File: config.mk
export PLATFORM = sky130hd
export DESIGN_NAME = bseq_boot_sequencer
export DESIGN_NICKNAME = d
export VERILOG_FILES = /design/src/shared/bseq_pkg.sv /design/src/verilog/bseq_boot_sequencer.sv
export SDC_FILE = /design/constraint.sdc
export NUM_CORES = 1
export LEC_CHECK = 0
export BUFFER_PORTS_ARGS = -buffer_cell sky130_fd_sc_hd__clkbuf_2
export CAP_MARGIN = 20
export CORE_MARGIN = 2
export CORE_UTILIZATION = 50
export CTS_BUF_LIST = sky130_fd_sc_hd__clkbuf_4 sky130_fd_sc_hd__clkbuf_8
export CTS_CLUSTER_DIAMETER = 100
export DETAILED_ROUTE_END_ITERATION = 16
export GPL_ROUTABILITY_DRIVEN = 0
export GPL_TIMING_DRIVEN = 0
export PLACE_DENSITY = 0.71
export SLEW_MARGIN = 5
export SYNTH_ARGS = -nofsm -noshare
export SYNTH_HDL_FRONTEND = slang
export SYNTH_SLANG_ARGS = --single-unit
File: constraint.sdc
create_clock -name sys_clk -period 11.2 [get_ports sys_clk]
set_input_delay 0.56 -clock sys_clk [delete_from_list [all_inputs] [get_ports sys_clk]]
set_output_delay 0.56 -clock sys_clk [all_outputs]
set_load 0.005 [all_outputs]
File: src/shared/bseq_pkg.sv
// Purpose: Constants and types shared by the boot sequencer.
// Assumes: 40 MHz sys_clk; OTP and RAM addressed in 32-bit words.
// Notes: Script command codes and OTP header layout live here.
package bseq_pkg;
   // ==========================================
   // Script commands
   localparam logic [31:0] SCR_START = 32'ha5a5a5a5;
   localparam logic [31:0] SCR_EMPTY = 32'hffffffff;
   localparam logic [31:0] SCR_NO_DEBUG = 32'ha0000000 ^ 32'hd0000000;
   localparam logic [31:0] SCR_SPI_FAST = 32'ha0000000;
   localparam logic [3:0] SCR_NIB_STX = 4'h8;
   localparam logic [3:0] SCR_NIB_SDK = 4'h9;
   localparam int SCR_NIB_LSB = 28;
   localparam int SDK_CNT_LSB = 8;
   localparam int STX_W = 28;
   // ==========================================
   // OTP layout, word addresses
   localparam int OTP_AW = 13;
   localparam logic [12:0] OTP_FLAG0 = 13'h0000;
   localparam logic [12:0] OTP_FLAG1 = 13'h0001;
   localparam logic [12:0] OTP_BOOTCFG = 13'h0002;
   localparam logic [12:0] OTP_SCRIPT = 13'h1e00;
   localparam logic [12:0] OTP_IMAGE = 13'h0000;
   localparam logic [31:0] FLAG0_NORMAL = 32'h1234a5a5;
   localparam logic [31:0] FLAG1_NORMAL = 32'ha5a51234;
   localparam int CFG_ALT_BIT = 0;
   localparam int CFG_UART_LSB = 24;
   localparam logic [7:0] UART_CFG_B = 8'h01;
   localparam logic [7:0] UART_CFG_C = 8'h02;
   // ==========================================
   // Timing
   localparam int CLK_HZ = 40_000_000;
   localparam int BAUD_HZ = 115_200;
   localparam logic [15:0] BAUD_DIV = 16'(CLK_HZ / BAUD_HZ);
   localparam int STX_UNIT_NS = 100_000;
   localparam int STX_UNIT_CYC = STX_UNIT_NS / 1000 * (CLK_HZ / 1_000_000);
   localparam logic [27:0] STX_DEF_UNITS = 28'h0000028;
   // ==========================================
   // Types
   typedef enum logic [5:0] {
      STEP_SPI_MST = 6'h01, STEP_UART1_A = 6'h02, STEP_UART1_B = 6'h04,
      STEP_UART2 = 6'h08, STEP_SPI_SLV = 6'h10, STEP_I2C = 6'h20
   } bseq_step_e_t;
   typedef struct packed {
      logic [5:0] sel;
      logic altPins;
      logic [1:0] uartCfg;
      logic spiFast;
      logic [15:0] baudDiv;
   } bseq_step_t;
   typedef struct packed {
      logic we;
      logic [OTP_AW-1:0] addr;
      logic [31:0] data;
   } bseq_ram_wr_t;
   typedef struct packed {
      logic we;
      logic [31:0] addr;
      logic [31:0] data;
   } bseq_cfg_wr_t;
endpackage

File: src/verilog/bseq_boot_sequencer.sv
// Purpose: Boot sequencer: script, image copy, mode pick, interface scan.
// Assumes: Boot engines and OTP/RAM run on sys_clk; xtal ready is async.
// Notes: Step engines report found/fail; this block owns order and timeouts.
`timescale 1ns/10ps
module bseq_boot_sequencer #(
   parameter int IMAGE_WORDS = 64,
   parameter int SCRIPT_WORDS = 128,
   parameter int STEP_TIMEOUT_CYC = 400_000
) (
   // Clock and reset
   input wire logic sys_clk,
   input wire logic sys_rst,
   // Reset causes
   input wire logic hwResetReq,
   input wire logic wakeEvent,
   input wire logic resetAfterWake,
   // OTP read port
   input wire logic otpOperational,
   output logic otpEnable,
   output logic otpRd,
   output logic [bseq_pkg::OTP_AW-1:0] otpAddr,
   input wire logic otpValid,
   input wire logic [31:0] otpData,
   // RAM and register writes
   output bseq_pkg::bseq_ram_wr_t ramWr,
   output bseq_pkg::bseq_cfg_wr_t cfgWr,
   // Clocks
   output logic fastRcSel,
   output logic fastCrystalEn,
   input wire logic fastCrystalReady,
   // Boot step engines
   output bseq_pkg::bseq_step_t step,
   output logic stepStart,
   input wire logic stepFound,
   input wire logic stepFail,
   // Shared serial line direction
   input wire logic lineTxReq,
   input wire logic lineRxReq,
   output logic lineDirTx,
   output logic lineDirDone,
   // Debug port
   output logic debugEn,
   input wire logic swdOut,
   input wire logic swdOe,
   output logic swdIn,
   input wire logic swdClkOut,
   output logic debugDataOut,
   output logic debugDataOe,
   input wire logic debugDataIn,
   output logic debugClockOut,
   output logic debugClockOe,
   // Status
   output logic scriptEn,
   output logic gpioDefault,
   output logic bootDone,
   output logic devMode
);
   import bseq_pkg::*;

   typedef enum logic [10:0] {
      S_IDLE = 11'h001, S_OTP = 11'h002, S_BAUD = 11'h004, S_SCRIPT = 11'h008,
      S_FLAGS = 11'h010, S_COPY = 11'h020, S_XTAL = 11'h040, S_DEV = 11'h080,
      S_SCAN = 11'h100, S_PARK = 11'h200, S_DONE = 11'h400
   } bseq_state_t;

   bseq_state_t state_r;
   logic [OTP_AW-1:0] idx_r;
   logic [7:0] skip_r;
   logic pendVal_r;
   logic [31:0] holdAddr_r;
   logic noDebug_r;
   logic spiFast_r;
   logic [STX_W-1:0] stx_r;
   logic [31:0] flag0_r;
   logic [31:0] bootCfg_r;
   logic devPath_r;
   logic devPhase_r;
   logic [5:0] scanSel_r;
   logic armed_r;
   logic [39:0] tmr_r;
   logic [2:0] xtalSync_r;
   logic xtalOk_r;
   logic [1:0] uartCfg;
   logic stepOver;
   logic startReq;
   logic isUartStep;

   // ==========================================
   // Start causes
   assign startReq = hwResetReq | (wakeEvent & resetAfterWake);

   // ==========================================
   // Crystal ready synchroniser
   always_ff @(posedge sys_clk) begin
      if (sys_rst) begin
         xtalSync_r <= 3'h0;
         xtalOk_r <= 1'b0;
      end else begin
         xtalSync_r <= {xtalSync_r[1:0], fastCrystalReady};
         if (xtalSync_r[1] == xtalSync_r[2]) begin
            xtalOk_r <= xtalSync_r[2];
         end
      end
   end

   // ==========================================
   // Serial config select
   always_comb begin
      unique case (bootCfg_r[CFG_UART_LSB +: 8])
         UART_CFG_B: uartCfg = 2'h1;
         UART_CFG_C: uartCfg = 2'h2;
         default: uartCfg = 2'h0;
      endcase
   end

   assign isUartStep = (state_r == S_DEV && !devPhase_r) ||
      (|(scanSel_r & (STEP_UART1_A | STEP_UART1_B | STEP_UART2)));

   // ==========================================
   // Step outputs
   always_comb begin
      step.sel = 6'h00;
      step.altPins = 1'b0;
      step.uartCfg = 2'h0;
      step.spiFast = spiFast_r;
      step.baudDiv = BAUD_DIV;
      if (armed_r && state_r == S_DEV) begin
         step.altPins = 1'b1;
         step.sel = devPhase_r ? STEP_SPI_MST : STEP_UART2;
         step.uartCfg = uartCfg;
      end else if (armed_r && state_r == S_SCAN) begin
         step.sel = scanSel_r;
      end
   end

   assign stepOver = armed_r && (stepFail || tmr_r == 40'h0);

   // ==========================================
   // Main sequence
   always_ff @(posedge sys_clk) begin
      if (sys_rst) begin
         state_r <= S_OTP;
         idx_r <= '0;
         devPath_r <= 1'b0;
         devPhase_r <= 1'b0;
         scanSel_r <= 6'h00;
         armed_r <= 1'b0;
         stepStart <= 1'b0;
         otpEnable <= 1'b1;
         fastCrystalEn <= 1'b0;
         bootDone <= 1'b0;
         gpioDefault <= 1'b0;
      end else begin
         stepStart <= 1'b0;
         gpioDefault <= 1'b0;
         if (startReq) begin
            state_r <= S_OTP;
            idx_r <= '0;
            armed_r <= 1'b0;
            otpEnable <= 1'b1;
            bootDone <= 1'b0;
            fastCrystalEn <= 1'b0;
            scanSel_r <= 6'h00;
         end else begin
            unique case (state_r)
               S_IDLE: begin
               end
               S_OTP: begin
                  if (otpOperational) begin
                     state_r <= S_BAUD;
                  end
               end
               S_BAUD: begin
                  state_r <= S_SCRIPT;
               end
               S_SCRIPT: begin
                  if (otpValid) begin
                     idx_r <= idx_r + 1'b1;
                     if ((idx_r == '0 && otpData != SCR_START) ||
                        (!pendVal_r && skip_r == 8'h00 && otpData == SCR_EMPTY) ||
                        idx_r == OTP_AW'(SCRIPT_WORDS - 1)) begin
                        state_r <= S_FLAGS;
                        idx_r <= '0;
                     end
                  end
               end
               S_FLAGS: begin
                  if (otpValid) begin
                     idx_r <= idx_r + 1'b1;
                     if (idx_r == OTP_AW'(2)) begin
                        state_r <= S_COPY;
                        idx_r <= '0;
                     end
                  end
               end
               S_COPY: begin
                  if (otpValid) begin
                     idx_r <= idx_r + 1'b1;
                     if (idx_r == OTP_AW'(IMAGE_WORDS - 1)) begin
                        state_r <= S_XTAL;
                        fastCrystalEn <= 1'b1;
                        devPath_r <= devMode && bootCfg_r[CFG_ALT_BIT];
                        devPhase_r <= 1'b0;
                     end
                  end
               end
               S_XTAL: begin
                  if (xtalOk_r) begin
                     if (devPath_r) begin
                        state_r <= S_DEV;
                     end else begin
                        state_r <= S_SCAN;
                        otpEnable <= 1'b0;
                        scanSel_r <= STEP_SPI_MST;
                     end
                  end
               end
               S_DEV, S_SCAN: begin
                  if (!armed_r) begin
                     armed_r <= 1'b1;
                     stepStart <= 1'b1;
                  end else if (stepFound) begin
                     armed_r <= 1'b0;
                     state_r <= S_DONE;
                     bootDone <= 1'b1;
                     gpioDefault <= 1'b1;
                  end else if (stepOver) begin
                     armed_r <= 1'b0;
                     if (state_r == S_DEV) begin
                        if (devPhase_r) begin
                           state_r <= S_SCAN;
                           otpEnable <= 1'b0;
                           scanSel_r <= STEP_SPI_MST;
                        end
                        devPhase_r <= 1'b1;
                     end else if (scanSel_r == STEP_I2C) begin
                        if (noDebug_r) begin
                           scanSel_r <= STEP_SPI_MST;
                        end else begin
                           state_r <= S_PARK;
                           scanSel_r <= 6'h00;
                           gpioDefault <= 1'b1;
                        end
                     end else begin
                        scanSel_r <= scanSel_r << 1;
                     end
                  end
               end
               S_PARK: begin
               end
               S_DONE: begin
               end
               default: state_r <= S_IDLE;
            endcase
         end
      end
   end

   // ==========================================
   // OTP read and image copy
   assign otpRd = state_r == S_SCRIPT || state_r == S_FLAGS || state_r == S_COPY;
   always_comb begin
      unique case (state_r)
         S_SCRIPT: otpAddr = OTP_SCRIPT + idx_r;
         S_FLAGS: otpAddr = OTP_FLAG0 + idx_r;
         default: otpAddr = OTP_IMAGE + idx_r;
      endcase
   end

   always_ff @(posedge sys_clk) begin
      if (sys_rst) begin
         ramWr <= '0;
      end else begin
         ramWr.we <= state_r == S_COPY && otpValid;
         ramWr.addr <= idx_r;
         ramWr.data <= otpData;
      end
   end

   always_ff @(posedge sys_clk) begin
      if (sys_rst) begin
         flag0_r <= 32'h00000000;
         bootCfg_r <= 32'h00000000;
         devMode <= 1'b0;
      end else if (state_r == S_FLAGS && otpValid) begin
         if (idx_r == OTP_AW'(0)) begin
            flag0_r <= otpData;
         end
         if (idx_r == OTP_AW'(1)) begin
            devMode <= !(flag0_r == FLAG0_NORMAL && otpData == FLAG1_NORMAL);
         end
         if (idx_r == OTP_AW'(2)) begin
            bootCfg_r <= otpData;
         end
      end
   end

   // ==========================================
   // Script interpreter
   always_ff @(posedge sys_clk) begin
      if (sys_rst || startReq) begin
         skip_r <= 8'h00;
         pendVal_r <= 1'b0;
         holdAddr_r <= 32'h00000000;
         noDebug_r <= 1'b0;
         spiFast_r <= 1'b0;
         stx_r <= STX_DEF_UNITS;
         cfgWr <= '0;
      end else begin
         cfgWr.we <= 1'b0;
         if (state_r == S_SCRIPT && otpValid && idx_r != '0) begin
            if (skip_r != 8'h00) begin
               skip_r <= skip_r - 1'b1;
            end else if (pendVal_r) begin
               pendVal_r <= 1'b0;
               cfgWr.we <= 1'b1;
               cfgWr.addr <= holdAddr_r;
               cfgWr.data <= otpData;
            end else if (otpData == SCR_EMPTY) begin
            end else if (otpData == SCR_NO_DEBUG) begin
               noDebug_r <= 1'b1;
            end else if (otpData == SCR_SPI_FAST) begin
               spiFast_r <= 1'b1;
            end else if (otpData[SCR_NIB_LSB +: 4] == SCR_NIB_STX) begin
               stx_r <= otpData[STX_W-1:0];
            end else if (otpData[SCR_NIB_LSB +: 4] == SCR_NIB_SDK) begin
               skip_r <= otpData[SDK_CNT_LSB +: 8];
            end else begin
               holdAddr_r <= otpData;
               pendVal_r <= 1'b1;
            end
         end
      end
   end

   // ==========================================
   // Step timeout
   always_ff @(posedge sys_clk) begin
      if (sys_rst) begin
         tmr_r <= 40'h0;
      end else if (!armed_r) begin
         if (isUartStep) begin
            tmr_r <= 40'(stx_r) * 40'(STX_UNIT_CYC);
         end else begin
            tmr_r <= 40'(STEP_TIMEOUT_CYC);
         end
      end else if (tmr_r != 40'h0) begin
         tmr_r <= tmr_r - 40'h1;
      end
   end

   // ==========================================
   // Shared line direction
   always_ff @(posedge sys_clk) begin
      if (sys_rst) begin
         lineDirTx <= 1'b0;
         lineDirDone <= 1'b0;
      end else begin
         lineDirDone <= lineTxReq | lineRxReq;
         if (lineTxReq) begin
            lineDirTx <= 1'b1;
         end else if (lineRxReq) begin
            lineDirTx <= 1'b0;
         end
      end
   end

   // ==========================================
   // Clock, script enable and debug pins
   assign fastRcSel = 1'b1;
   assign scriptEn = state_r == S_SCRIPT;
   assign debugEn = state_r == S_PARK;
   assign debugDataOut = debugEn & swdOut;
   assign debugDataOe = debugEn & swdOe;
   assign swdIn = debugEn & debugDataIn;
   assign debugClockOut = debugEn & swdClkOut;
   assign debugClockOe = 1'b0;
endmodule

After elaboration in Yosys (flattened, before gate mapping)
Cells that the tools add are included.
Operators by class
  bitwise logic cells: 19
  multipliers: 1
  reduce and logical (&&, ||, !) cells: 59
  $add $sub $neg: 4
  equality and inequality tests: 52
  mux-type cells: 82
Operators with widths (number)
  $mux 11: 15
  $mux 40: 3
  $eq 32x32->1 const B: 3
  $pmux 11 s8: 1
  $mux 13: 6
  $mux 65: 1
  $mux 6: 10
  $mux 8: 7
  $logic_not 40->1: 1
  $reduce_bool 40->1: 1
  $sub 40x1->40 const B: 1
  $pmux 13 s3: 1
  $mul 28x7->35 const B: 1
  $eq 32x29->1 const B: 1
  $eq 32x31->1 const B: 1
  $ne 2x2->1 const B: 16
  $ne 32x32->1 const B: 1
  $mux 1: 31
  $reduce_and 8->1: 3
  $reduce_and 7->1: 3
  $reduce_and 14->1: 1
  $add 13x1->13 const B: 1
  $add 13x13->13 const A: 1
  $eq 13x1->1 const B: 1
  other kinds (49): 106
Word-level totals
  bits of input ports: 48
  flip-flop bits (word level): 331

Depth between registers and ports, before layout
Gate-level depths: netlist of run 1.
  word-level depth: 8
  gate-level depth with buffers: 17
  gate-level depth less buffers: 17

Least setup slack after synthesis of run 1
OpenSTA, ideal clock, no wires.
  path kind: flip-flop to flip-flop
  start: reg stx_r[5]
  end: reg tmr_r[35]
  data arrival time: 4613 ps
  stages on the path, launching flop included: 16
  library setup time: 119 ps
  setup slack: 6468 ps
  path through: dfxtp_1 -> inv_1 -> fa_1 -> fa_1 -> fa_1 -> fa_1 -> inv_1 -> ha_1 -> a211oi_1 -> nor2_1 -> o41ai_1 -> o31ai_1 -> o41ai_1 -> o21ai_0 -> xor2_1 -> o2bb2ai_1
On the way
  cells in the longest elaborated chain, start to end: 3
Ends and longest elaborated chain
  from (decl): line bseq_boot_sequencer.sv:73  | logic [STX_W-1:0] stx_r;
  from (signal assigned): line bseq_boot_sequencer.sv:325  | stx_r <= otpData[STX_W-1:0];
  $mul 28x7->35: line bseq_boot_sequencer.sv:343  | tmr_r <= 40'(stx_r) * 40'(STX_UNIT_CYC);
  $mux 40: line bseq_boot_sequencer.sv:342  | if (isUartStep) begin
  $mux 40: line bseq_boot_sequencer.sv:341  | end else if (!armed_r) begin
  to (signal assigned): line bseq_boot_sequencer.sv:343
  to (signal assigned): line bseq_boot_sequencer.sv:345  | tmr_r <= 40'(STEP_TIMEOUT_CYC);
  to (signal assigned): line bseq_boot_sequencer.sv:348  | tmr_r <= tmr_r - 40'h1;
  to (decl): line bseq_boot_sequencer.sv:80  | logic [39:0] tmr_r;
Every way passes these cells.
A chain may end at the register's enable or synchronous reset.

Final worst setup path of run 1
Same ends and word-level chain as after synthesis.

==> impl_metrics.ini, run 1 <==
[run_status]
outcome = complete, no violations

[clocking]
root_buffer = clkbuf_8
cts.path.max_buffers = 3
worstSkewPairLatency_ns = 0.63
cts_tree = yes
clk_pin_slew_ns = 0.06
post_cts_resize_count = 0
h-tree-depth = 2
post-cts-setup-buffers = 0
numCtsBuffers = 50
postCtsHoldBufs = 0
cts.sinks = 308

[global_routing]
grt_max_degree = 15
grt_pass1_wl_um = 74260
grt_use_total = 0.2571
grt_overflow = 0
grt_pass1_vias = 14470
grt_use_met2 = 0.4351
grt.busiest_layer = met2
use_met1 = 0.3251
antenna_found_initial = 0
use_met3 = 0.05350

[power]
switchingPower_w = 0.0005426
total_power_w = 0.002376
p_per_area_nw_per_um2 = 118.4
seq_power_share = 0.466
vdd_drop_max_mv = 0.1173
pwr-share-comb = 0.040
switching_share = 0.2283
intPower_w = 0.001833
pwr-share-clk = 0.494
leakagePower_nw = 8.796

[min_path]
hold_path_class = in -> reg
worstHoldPathCells = 2

[placement]
place_ws_ns = 5.571
portBuffers = 184
placed_cell_area_um2 = 18830
dp_hpwl_um = 34750
place_inst = 2640

[final_layout]
stdcell_count = 2733
drive_gt1_frac = 0.1484
area_growth_pct = 16.11
final_area_um2 = 20060
regArea_um2 = 6166
fillers = 3067
nets = 2472
multi_input_area_um2 = 9956
antenna_cells = 0

[timing]
finalWorstSetupSlack_ns = 5.519
finalCriticalPeriod_ns = 5.681
maxSlewViolCount = 0
finalHoldViolCount = 0
clock.fmax_mhz = 176.0
setup_viol = 0
slew_headroom = 0.3231
tightest_slew_ns = 1.015
rsz0062_at_grt = no
fin_tns_setup_ns = 0
finalClockSkew_ns = 0.05271
finalCritPeriodShare = 0.5073

[synthesis]
synthCells = 1985
synth_ff_type = dfxtp_1
synthArstFlopShare = 0
ys_seq_area_frac = 0.3568
ys.warnings.count = 0
netlist_area_um2 = 17280
synth-edff-count = 0
synth.distinct_cells = 72
syn_area_per_cell_um2 = 8.705
ys_ff_latch = 308

[worst_setup_path]
crit_fanout = 6
critPathKind = reg -> reg
end_kind = register
required_ns = 11.67
worstPathArrival_ns = 6.15
start_kind = register
rr_worst_depth = 15

[floorplan]
core_area_um2 = 34290
initial_core_util = 0.5039
ios = 215
core.rowCount = 68
dieHeight_um = 189.9
fp.dieW_um = 189.9
die_area_um2 = 36060

[routing]
avgRoutedWirePerCell_um = 16.96
viasPerCell = 5.409
drt-total-wl_um = 46350
ant_nets = 0
drt_iter0_markers = 965
dr.pass1.iters = 5
num_vias = 14783
remaining_drc_errors = 0

[flow_run]
cap_violations = 0
-- per-layer routing --
layer | vias up | part of all wire
met1 | 7075 | 0.42
met3 | 106 | 0.071
li1 | 7135 | -
met5 | - | 0
met4 | 0 | 0.028
met2 | 467 | 0.48
-- per-stage QoR --
step	hold slack (ns)	utilization
after CTS	0.1173	0.5850
final	0.1633	0.5851
after global placement	0.4325	0.5492
after global routing	0.1340	0.5851
after floorplan	0.4138	-
after detailed placement	0.4315	0.5492
-- layout make-up --
class / count / area share
Buffer: 129 / 0.03093
Clock buffer: 80 / 0.05114
Clock inverter: 12 / 0.01010
Inverter: 159 / 0.02975
Multi-Input combinational cell: 1405 / 0.4962
Sequential cell: 308 / 0.3073
Tap cell: 455 / 0.02838
Timing Repair Buffer: 185 / 0.04615
-- Yosys cell counts (15+ instances only) --
cell | n | area [um^2]
nor3_1 | 37 | 185.2
and3_1 | 15 | 93.84
inv_1 | 159 | 596.8
nor4_1 | 27 | 168.9
nand4_1 | 25 | 156.4
fa_1 | 102 | 2042
dfxtp_1 | 308 | 6166
a21o_1 | 27 | 202.7
ha_1 | 84 | 1051
mux2i_1 | 71 | 710.7
buf_4 | 29 | 217.7
nand2_1 | 272 | 1021
nor2_1 | 184 | 690.7
o21ai_0 | 29 | 145.1
nor2b_1 | 49 | 306.5
clkbuf_1 | 82 | 307.8
xnor2_1 | 45 | 394.1
a21oi_1 | 160 | 800.8
xor2_1 | 33 | 289.0
nand3_1 | 43 | 215.2
-- cell usage in the layout (no fill, tap or decap), drive strengths merged, types with 14 or more instances in the layout --
cell,instances
nor4,28
inv,161
xnor2,45
ha,84
nor2b,49
buf,47
xor2,33
o22ai,14
and3,15
a21oi,161
mux2i,71
clkbuf,347
nor3,37
nand4,25
nand3,43
nand2b,14
nor2,184
dfxtp,308
a21o,27
o21ai,29
fa,102
nand2,272
conb,18
-- kinds of logic after synthesis --
group,synth area share
AOI/OAI and AO/OA,0.1138
xor gates and xnor gates,0.03954
adders and majority gates,0.1790
buffers and inverters,0.07046
DFF,0.3568
muxes,0.04243
other,0.0004346
and+or+nand+nor,0.1975
-- critical path, cell delays in order, from the launching register on --
cell and delay, ns:
dfxtp_1 0.49, inv_1 0.24, fa_1 0.60, fa_1 0.45
fa_1 0.50, fa_1 0.52, inv_1 0.04, ha_1 0.36
a211oi_1 0.26, nor2_1 0.09, o41ai_1 0.42, o31ai_1 0.21
o41ai_1 0.78, o21ai_0 0.25, xor2_1 0.19, o2bb2ai_1 0.13
-- power groups by stage --
stage | Sequential, W | Clock (W) | Combinational, W
finish | 0.00111 | 0.00117 | 0.0000952
global route | 0.00111 | 0.00124 | 0.000101
CTS | 0.00111 | 0.00119 | 0.0000938
detailed placement | 0.00113 | 0 | 0.0000934
global placement | 0.00113 | 0 | 0.0000926
floorplan | 0.00113 | 0 | 0.0000454
-- path summary, 6_finish.rpt --
path / startpoint / endpoint / slack [ns]
worst max-delay path: stx_r[5] / tmr_r[35] / 5.52
worst min-delay path: fastCrystalReady / xtalSync_r[0] / 0.16
worst max register to register: stx_r[5] / tmr_r[35] / 5.52
worst min register to register: xtalSync_r[0] / xtalSync_r[1] / 0.44
-- state kept, by name (all words and copies together) (netlist names), 3 cells and up --
name / flops
flag0_r: 32
stx_r: 28
tmr_r: 40
idx_r: 13
holdAddr_r: 32
scanSel_r: 6
ramWr: 46
cfgWr: 65
bootCfg_r: 9
state_r: 11
skip_r: 8
xtalSync_r: 3
(Power assumes the default switching activity.)
==> inputs of run 2 (changes only) <==
ABC_AREA = 1   (was not set)
PLACE_DENSITY = 0.74   (was 0.71)
clock period = 4.8 ns   (was 11.2 ns; I/O delays follow)
==> run 2 against run 1 <==
  * Sequential share of layout area is 2.0 points lower
  * Worst setup slack worse by 5.2 ns
  * Register-to-register slack worse by 5.2 ns
==> impl_metrics.ini, run 2 <==
[global_routing]
grt_pass1_wl_um = 84470
grt_max_degree = 14
grt_use_total = 0.2689
grt_overflow = 0
grt_pass1_vias = 16840
use_met1 = 0.3510
antenna_found_initial = 0
grt.busiest_layer = met2
grt_use_met2 = 0.4459
use_met3 = 0.04073

[final_layout]
largest_reg_flops = 65
multi_input_area_um2 = 10270
regArea_um2 = 6167
drive_gt1_frac = 0.1431
fin_util = 0.5864
antenna_cells = 0
stdcell_count = 3299
final_cell_mix = 419 x inv_1, 362 x nor2_1, 329 x nand2_1
area_growth_pct = 15.55
nets = 3026
fillers = 3386
top_register = cfgWr
reg.largest.list = cfgWr x65, ramWr x46, tmr_r x40
final_common_cell = inv_1

[power]
p_per_area_nw_per_um2 = 267.5
total_power_w = 0.005743
vdd_drop_max_mv = 0.2412
leakagePower_nw = 9.787

[min_path]
worstHoldPathCells = 3
hold_path_class = in -> reg

[routing]
avgRoutedWirePerCell_um = 15.86
ant_nets = 0
viasPerCell = 5.292
dr.pass1.iters = 5
drt-total-wl_um = 52330
drt_iter0_markers = 1353
num_vias = 17458
remaining_drc_errors = 0

[timing]
finalHoldViolCount = 0
slew_headroom = 0.4758
maxSlewViolCount = 0
clock.fmax_mhz = 222.0
finalCritPeriodShare = 0.9386
finalClockSkew_ns = 0.03969
rsz0062_at_grt = no
fin_tns_setup_ns = 0
setup_viol = 0
finalCriticalPeriod_ns = 4.505
tightest_slew_ns = 0.7863

[synthesis]
synth_common_cells = 419 x inv_1, 362 x nor2_1, 329 x nand2_1
synth-edff-count = 0
synthArstFlopShare = 0
synth.most_common_cell = inv_1
ys.warnings.count = 0
synth.distinct_cells = 51
synth_top_area_cell = dfxtp_1
yosys-top-cells-area = dfxtp_1 33%, fa_1 11%, inv_1 8.5%
netlist_area_um2 = 18580
ys_ff_latch = 308
syn_area_per_cell_um2 = 7.376
ys_seq_area_frac = 0.3319
synthCells = 2519
synth_ff_type = dfxtp_1
synth_top_area_frac = 0.3319

[clocking]
cts.path.max_buffers = 3
cts.sinks = 308
worstSkewPairLatency_ns = 0.61
h-tree-depth = 2
cts_tree = yes
numCtsBuffers = 50
post-cts-setup-buffers = 0
clk_pin_slew_ns = 0.07
root_buffer = clkbuf_8

[floorplan]
die_area_um2 = 38720
initial_core_util = 0.5075
ios = 215
dieHeight_um = 196.8
core.rowCount = 70
fp.dieW_um = 196.8
core_area_um2 = 36610

[worst_setup_path]
r2r_slack_ns = 0.29
required_ns = 5.31
end_kind = register
rr_worst_depth = 17
critPathKind = reg -> reg
crit_fanout = 5
start_kind = register
worstPathArrival_ns = 5.01

[flow_run]
cap_violations = 0

[placement]
place_inst = 3198
portBuffers = 195
dp_hpwl_um = 40700

[run_status]
outcome = complete, no violations
run 2: cell types whose count changed in the layout (fill, tap and decap cells not counted), moves of 16 or more:
cell and delta:
a21o_1 -19, a21oi_1 +80, clkbuf_1 -50, inv_1 +260, mux2i_1 -71, nand2_1 +57
nand3_1 +61, nor2_1 +178, nor2b_1 -49, nor4_1 -16, o21ai_0 +138, o21ai_1 +54
xnor2_1 -34
run 2: area by class of cell:
class / count / area share
inverters: 427 / 0.07465
multi-input cells: 1694 / 0.4784
repair buffers: 205 / 0.05012
well taps: 468 / 0.02727
clock buffers: 77 / 0.04674
plain buffers: 106 / 0.02797
flip-flops and latches: 308 / 0.2873
clock inverters: 14 / 0.007576
run 2: per-layer routing:
layer  up-vias  routed length [um]
li1       8556                   -
met1      8062               22150
met2       672               24370
met3       168                3639
met4         0                2170
met5         -                   0
run 2: critical path, stage by stage, from the launching register on:
cell,delay (ns)
dfxtp_1,0.45
inv_1,0.16
fa_1,0.60
fa_1,0.44
fa_1,0.49
fa_1,0.51
inv_1,0.04
ha_1,0.34
a21oi_1,0.21
a21boi_0,0.25
nand2_1,0.14
nand2_1,0.08
nand2_1,0.12
a21oi_1,0.23
inv_1,0.08
nand2_1,0.06
nand3_1,0.07
a21oi_1,0.13
run 2: cells by family after synthesis:
| group | Yosys count | share of synthesized area |
|---|---|---|
| DFF | 308 | 0.3319 |
| other | 2 | 0.0004042 |
| xor gates and xnor gates | 33 | 0.01556 |
| AOI/OAI and AO/OA | 517 | 0.1465 |
| and+or+nand+nor | 940 | 0.2207 |
| buffers and inverters | 533 | 0.1186 |
| adders and majority gates | 186 | 0.1665 |
run 2: what timing repair did:
item                                    CTS  global route
hold buffers                             10             0
endpoints found under the hold margin     9             0
endpoints found under the setup margin    0             1
resized for setup                         0             1
run 2: worst paths after layout:
kind	startpoint	to
worst min-delay path	otpData[19]	ramWr[19]
worst min register to register	xtalSync_r[0]	xtalSync_r[1]
worst max register to register	stx_r[3]	tmr_r[31]
worst max-delay path	stx_r[3]	tmr_r[31]
run 2: report_power, final:
group          leakage [nW]  internal, W  switching (W)
combinational          6.69     0.000166       0.000346
sequential             2.49      0.00259      0.0000230
clock                 0.607      0.00150        0.00111
total                  9.79      0.00426        0.00148
run 2: metrics by stage:
| step | cell area [um^2] | worst slack [ns] | hold WS, ns |
|---|---|---|---|
| CTS | 21470 | 0.3499 | 0.001249 |
| global placement | 20200 | 0.4783 | 0.4072 |
| finish | 21470 | 0.2945 | 0.03085 |
| floorplan | 18640 | 0.9093 | 0.3470 |
| detailed placement | 20200 | 0.3774 | 0.3985 |
| global route | 21470 | 0.02770 | 0.03036 |
